--- src/common/ufit_regs.vh ---
// Purpose: constants for the frame interval timer
// Assumes: 32-bit register port, byte offsets as printed
// Notes:   definitions only
//
// What this block does
// 14-bit period field reloads frame countdown
// reset gives period 11999, others zero
// packet budget loaded at each frame start
// budget counter bounds bits per transaction
// software computes and writes packet budget
// software flips toggle on each period write
// software may trim period every frame
// software saves period before controller reset
// countdown decrements once per bit time
// at zero, reload period next bit time
// at zero, copy period toggle to countdown
// entering running state reloads the countdown
// software writes reserved bits as zero
// each reload marks a new frame start
`ifndef UFIT_REGS_VH
`define UFIT_REGS_VH
`define UFIT_ADDR_W        8
`define UFIT_OFS_PERIOD    8'h34
`define UFIT_OFS_COUNTDOWN 8'h38
`define UFIT_PERIOD_W      14
`define UFIT_PKT_W         15
`define UFIT_PERIOD_LSB    0
`define UFIT_PKT_LSB       16
`define UFIT_TOGGLE_BIT    31
`define UFIT_PERIOD_RST    14'h2EDF
`define UFIT_PKT_RST       15'h0000
`define UFIT_BIT_DIV       16'h0008
`endif

--- src/verilog/ufit_down_counter.v ---
// Purpose: loadable down counter with zero flag
// Assumes: load wins over decrement
// Notes:   stops at zero unless reloaded
`timescale 1ns/100ps
module ufit_down_counter #(
  parameter W = 14
) (
  input  wire         clk,
  input  wire         rst,
  input  wire         load,
  input  wire [W-1:0] load_val,
  input  wire         dec,
  output wire [W-1:0] count,
  output wire         is_zero
);
  reg [W-1:0] cnt_q;
  always @(posedge clk) begin
    if (rst) begin
      cnt_q <= {W{1'b0}};
    end else if (load) begin
      cnt_q <= load_val;
    end else if (dec && (cnt_q != {W{1'b0}})) begin
      cnt_q <= cnt_q - {{(W-1){1'b0}}, 1'b1};
    end
  end
  assign count   = cnt_q;
  assign is_zero = (cnt_q == {W{1'b0}});
endmodule // ufit_down_counter

--- src/verilog/ufit_frame_timer.v ---
// Purpose: frame length, countdown and packet budget of a full-speed host
// Assumes: registers reached by a simple word port; bit time from divider
// Notes:   countdown waits at zero until the next bit time reloads it
`timescale 1ns/100ps
`include "ufit_regs.vh"
module ufit_frame_timer #(
  parameter [15:0] BIT_DIV = `UFIT_BIT_DIV
) (
  input  wire        CLK_SYS,
  input  wire        SYS_RST,
  input  wire        REG_WR,
  input  wire        REG_RD,
  input  wire [7:0]  REG_ADDR,
  input  wire [31:0] REG_WDATA,
  output reg  [31:0] REG_RDATA,
  input  wire        BUS_RUNNING_STATE,
  input  wire        PKT_BITS_USED,
  output wire        FRAME_START,
  output wire [13:0] BIT_TIME_LEFT,
  output wire [14:0] MAX_PACKET_BITS,
  output wire        COUNTDOWN_TOGGLE
);
////////////////////////////////////////////////////////////////////////////////
  reg  [13:0] sof_period_q;
  reg  [14:0] max_pkt_q;
  reg         period_update_toggle_q;
  reg         countdown_toggle_q;
  reg  [14:0] pkt_left_q;
  reg  [15:0] div_q;
  reg         run_q;
  reg         frame_start_q;
  wire        bit_tick;
  wire        fr_zero;
  wire [13:0] fr_count;
  wire        run_enter;
  wire        fr_load;
  wire        wr_period;
  wire        wr_count;
////////////////////////////////////////////////////////////////////////////////
  // bit time enable from the system clock
  assign bit_tick = (div_q == BIT_DIV - 16'h0001);
  always @(posedge CLK_SYS) begin
    if (SYS_RST || bit_tick) begin
      div_q <= 16'h0000;
    end else begin
      div_q <= div_q + 16'h0001;
    end
  end
////////////////////////////////////////////////////////////////////////////////
  assign wr_period = REG_WR && (REG_ADDR == `UFIT_OFS_PERIOD);
  assign wr_count  = REG_WR && (REG_ADDR == `UFIT_OFS_COUNTDOWN);
  always @(posedge CLK_SYS) begin
    if (SYS_RST) begin
      sof_period_q           <= `UFIT_PERIOD_RST;
      max_pkt_q              <= `UFIT_PKT_RST;
      period_update_toggle_q <= 1'b0;
    end else if (wr_period) begin
      sof_period_q           <= REG_WDATA[13:0];
      max_pkt_q              <= REG_WDATA[30:16];
      period_update_toggle_q <= REG_WDATA[`UFIT_TOGGLE_BIT];
    end
  end
////////////////////////////////////////////////////////////////////////////////
  always @(posedge CLK_SYS) begin
    if (SYS_RST) begin
      run_q <= 1'b0;
    end else begin
      run_q <= BUS_RUNNING_STATE;
    end
  end
  assign run_enter = BUS_RUNNING_STATE && !run_q;
  // reload on entry to running state or at a zero bit time
  assign fr_load = run_enter || (run_q && bit_tick && fr_zero);

  ufit_down_counter #(
    .W (`UFIT_PERIOD_W)
  ) u_countdown (
    .clk      (CLK_SYS),
    .rst      (SYS_RST),
    .load     (fr_load || wr_count),
    .load_val (wr_count && !fr_load ? REG_WDATA[13:0] : sof_period_q),
    .dec      (run_q && bit_tick),
    .count    (fr_count),
    .is_zero  (fr_zero)
  );
////////////////////////////////////////////////////////////////////////////////
  always @(posedge CLK_SYS) begin
    if (SYS_RST) begin
      countdown_toggle_q <= 1'b0;
      pkt_left_q         <= 15'h0000;
      frame_start_q      <= 1'b0;
    end else begin
      frame_start_q <= fr_load;
      if (fr_load) begin
        pkt_left_q <= max_pkt_q;
      end else if (PKT_BITS_USED && pkt_left_q != 15'h0000) begin
        pkt_left_q <= pkt_left_q - 15'h0001;
      end
      if (run_q && bit_tick && fr_zero) begin
        countdown_toggle_q <= period_update_toggle_q;
      end else if (wr_count) begin
        countdown_toggle_q <= REG_WDATA[`UFIT_TOGGLE_BIT];
      end
    end
  end
////////////////////////////////////////////////////////////////////////////////
  always @(posedge CLK_SYS) begin
    if (SYS_RST) begin
      REG_RDATA <= 32'h00000000;
    end else if (REG_RD) begin
      case (REG_ADDR)
        `UFIT_OFS_PERIOD:
          REG_RDATA <= {period_update_toggle_q, max_pkt_q, 2'b00,
                        sof_period_q};
        `UFIT_OFS_COUNTDOWN:
          REG_RDATA <= {countdown_toggle_q, 17'h00000, fr_count};
        default:
          REG_RDATA <= 32'h00000000;
      endcase
    end
  end

  assign FRAME_START      = frame_start_q;
  assign BIT_TIME_LEFT    = fr_count;
  assign MAX_PACKET_BITS  = pkt_left_q;
  assign COUNTDOWN_TOGGLE = countdown_toggle_q;
endmodule // ufit_frame_timer

--- config.mk ---
export PLATFORM = sky130hd
export DESIGN_NAME = ufit_frame_timer
export DESIGN_NICKNAME = d
export VERILOG_FILES = /design/src/verilog/ufit_down_counter.v /design/src/verilog/ufit_frame_timer.v
export VERILOG_INCLUDE_DIRS = /design/src /design/src/common
export SDC_FILE = /design/constraint.sdc
export NUM_CORES = 1
export LEC_CHECK = 0
export BUFFER_PORTS_ARGS = -buffer_cell sky130_fd_sc_hd__clkbuf_2
export CORE_MARGIN = 1.5
export CORE_UTILIZATION = 50
export DETAILED_ROUTE_END_ITERATION = 10
export PLACE_DENSITY = 0.74
export REMOVE_ABC_BUFFERS = 1
export SLEW_MARGIN = 30
export SYNTH_ARGS = -nofsm -noshare
export SYNTH_HDL_FRONTEND = slang
export SYNTH_HIERARCHICAL = 1
export SYNTH_SLANG_ARGS = --single-unit
--- constraint.sdc ---
create_clock -name CLK_SYS -period 5.51 [get_ports CLK_SYS]
set_clock_uncertainty 0.2 [all_clocks]
set_input_delay 1.102 -clock CLK_SYS [delete_from_list [all_inputs] [get_ports CLK_SYS]]
set_output_delay 1.102 -clock CLK_SYS [all_outputs]
set_load 0.02 [all_outputs]
==> results.toml <==
[placed_design]
place.gp.congestion = 0.8702
place_area_um2 = 5577
dp_hpwl_um = 8353
place_ws_ps = 1198
io_buffers = 104

[worst_setup_path]
arrival_ps = 4150
critPathKind = "register to register"
required_ps = 5590
cp-start-kind = "register"
crit_path_max_fanout = 29
cp-end-kind = "register"

[route]
drtAntennaViolNets = 0
drt_wl_total_um = 12200
routed_via_density = 5.670
drc_errors = 0
firstDrtPassIters = 4
vias = 4564
wire_per_inst_um = 15.15
drt-initial-drc-count = 212

[sta]
setup_ws_ps = 1435
min_period_ps = 4075
max_freq_mhz = 245.4
finalCritPeriodShare_pct = 73.95
maxSlewHeadroom_pct = 44.25
slew_violations = 0
grt_setup_unrepaired = "false"
hold_violations = 0
worstMarginPinSlew_ps = 835.6
setup_viol = 0
finalSetupTns_ps = 0

[synth]
ys_seq_area_share_pct = 43.05
syn_area_um2 = 5022
synth-edff-count = 0
synthTopCellsByArea = "dfxtp_1 (43%), nand2_1 (5.9%), nor2_1 (4.6%)"
synth-seq-cells = 108
postSynthCellCount = 589
synth_top_area_share_pct = 43.05
ys_async_sr_fraction_pct = 0
syn_avg_cell_area_um2 = 8.527
synth_cell_type_count = 61
yosys.area.top_type = "dfxtp_1"
synthFlopType = "dfxtp_1"
yosysWarningCount = 6

[cts]
htreeDepth = 3
tritoncts = "yes"
cts.clk_slew.worst_paths_ps = 100
postCtsResizedCells = 0
clock-sinks = 108
cts_made_buffers = 9
postCtsHoldBufs = 0
clk-insertion-delay-late_ps = 370
cts_root_buf = "clkbuf_8"
clk_path_buf_depth = 2
postCtsSetupBuffers = 0

[floorplan]
fp.dieArea_um2 = 10650
ioPinCount = 109
die_h_um = 103.2
core-area_um2 = 9774
die_w_um = 103.2
rows = 36
start_util_pct = 51.38

[layout]
n_antenna_cell = 0
area.growth.synth_to_final_pct = 15.74
final_nets = 717
final_area_um2 = 5813
layout_common_cells = "dfxtp_1 (108), clkbuf_2 (103), nand2_1 (78), nor2_1 (62), a21oi_1 (42)"
final_util_pct = 59.47
mostFrequentLayoutCell = "dfxtp_1"
drive_gt1_share_pct = 22.77

[power]
ir_drop_uv = 179.1
powerDensity_nw_per_um2 = 279.1
p_int_w = 0.001192
seq_power_share_pct = 51.6
power.leakage_nw = 2.258
total_power_w = 0.001623
power_frac_clock_pct = 34.9
swShare_pct = 26.57
p_sw_w = 0.0004312
comb_power_share_pct = 13.5

[worst_hold_path]
hold_path.class = "register to register"

[grt]
overflow = 0
grt_pass1_wl_um = 20120
grt_max_degree = 61
antenna_found_initial = 0
grt_util_all_layers_pct = 23.84
grt_pass1_vias = 4356

[status]
outcome = "complete, no violations"

[job]
drv_cap = 0
==> Yosys cell counts, types with 4 or more instances <==
cell,instances
inv_1,10
mux2_2,13
or4_1,6
and3_1,6
nand2_1,79
a211oi_1,27
buf_1,4
a311oi_1,8
nand3b_1,12
xnor2_1,15
o21ai_0,6
nor4_1,9
mux2i_1,4
xor2_1,5
a21oi_1,42
clkbuf_1,31
nand2b_1,18
nand3_1,26
a22oi_1,15
nor2_1,62
nor3_1,13
or4_4,4
dfxtp_1,108
or3_1,5
==> registers in the layout, indices dropped and copies added, names as in the netlist <==
signal and cells:
FRAME_START 1, run_q 1, MAX_PACKET_BITS 15, period_update_toggle_q 1, COUNTDOWN_TOGGLE 1, div_q 16, max_pkt_q 15, u_countdown/count 14
sof_period_q 14, REG_RDATA 30
==> kinds of logic after synthesis <==
kind of cell	Yosys count	share of synthesized area (%)
AO/OA/AOI/OAI	119	16.77
XOR/XNOR	20	3.488
adder cells (fa/ha/maj)	3	0.7475
buffers and inverters	52	4.260
flip-flops	108	43.05
multiplexers	18	3.936
other	1	0.07467
AND/OR/NAND/NOR	268	27.68
==> path summary, 6_finish.rpt <==
check	startpoint	to	slack (ps)	cells after the start
worst min register to register	div_q[0]	div_q[0]	250	1
worst min-delay path	div_q[0]	div_q[0]	250	1
worst max register to register	u_countdown/count[0]	u_countdown/count[12]	1440	11
worst max-delay path	u_countdown/count[0]	u_countdown/count[12]	1440	11
==> through the flow <==
step	hold slack [ps]	std cells
2_1_floorplan	213.0	550
3_3_place_gp	222.9	790
3_5_place_dp	234.2	790
4_1_cts	249.7	805
5_1_grt	283.1	805
6_report	246.0	805
==> critical path, stage by stage, from the launching register on <==
cell      delay (ps)
dfxtp_1          350
inv_1             90
ha_1             220
or4b_1           510
or4_4            490
clkinv_4         100
nand2_1           70
o21a_2           390
nand2_1          430
clkinv_1         610
o31a_1           270
a221oi_1         260
==> power by group through the flow <==
stage	Clock, W	Sequential (W)	Combinational [W]
CTS	0.000577	0.000838	0.000218
global route	0.000606	0.000843	0.000240
detailed placement	0	0.000856	0.000217
floorplan	0	0.000875	0.000111
finish	0.000566	0.000838	0.000219
global placement	0	0.000854	0.000213
==> per-layer routing <==
| layer | track usage [%] | wire (µm) | vias to the layer above |
|---|---|---|---|
| met1 | 29.22 | 5480 | 2177 |
| met3 | 5.914 | 637 | 12 |
| met2 | 41.19 | 5927 | 121 |
| met5 | 0 | 0 | - |
| li1 | - | - | 2254 |
| met4 | 7.692 | 153 | 0 |
==> final cells by class <==
type / count / area (µm²)
timing repair buffer: 107 / 545.5
clock buffer: 9 / 123.9
fill: 915 / 3961
clock inverter: 6 / 111.4
inverter: 12 / 50.05
multi-input combinational: 430 / 2654
sequential: 108 / 2162
tap: 133 / 166.4
Power figures use the tool's default switching activity.
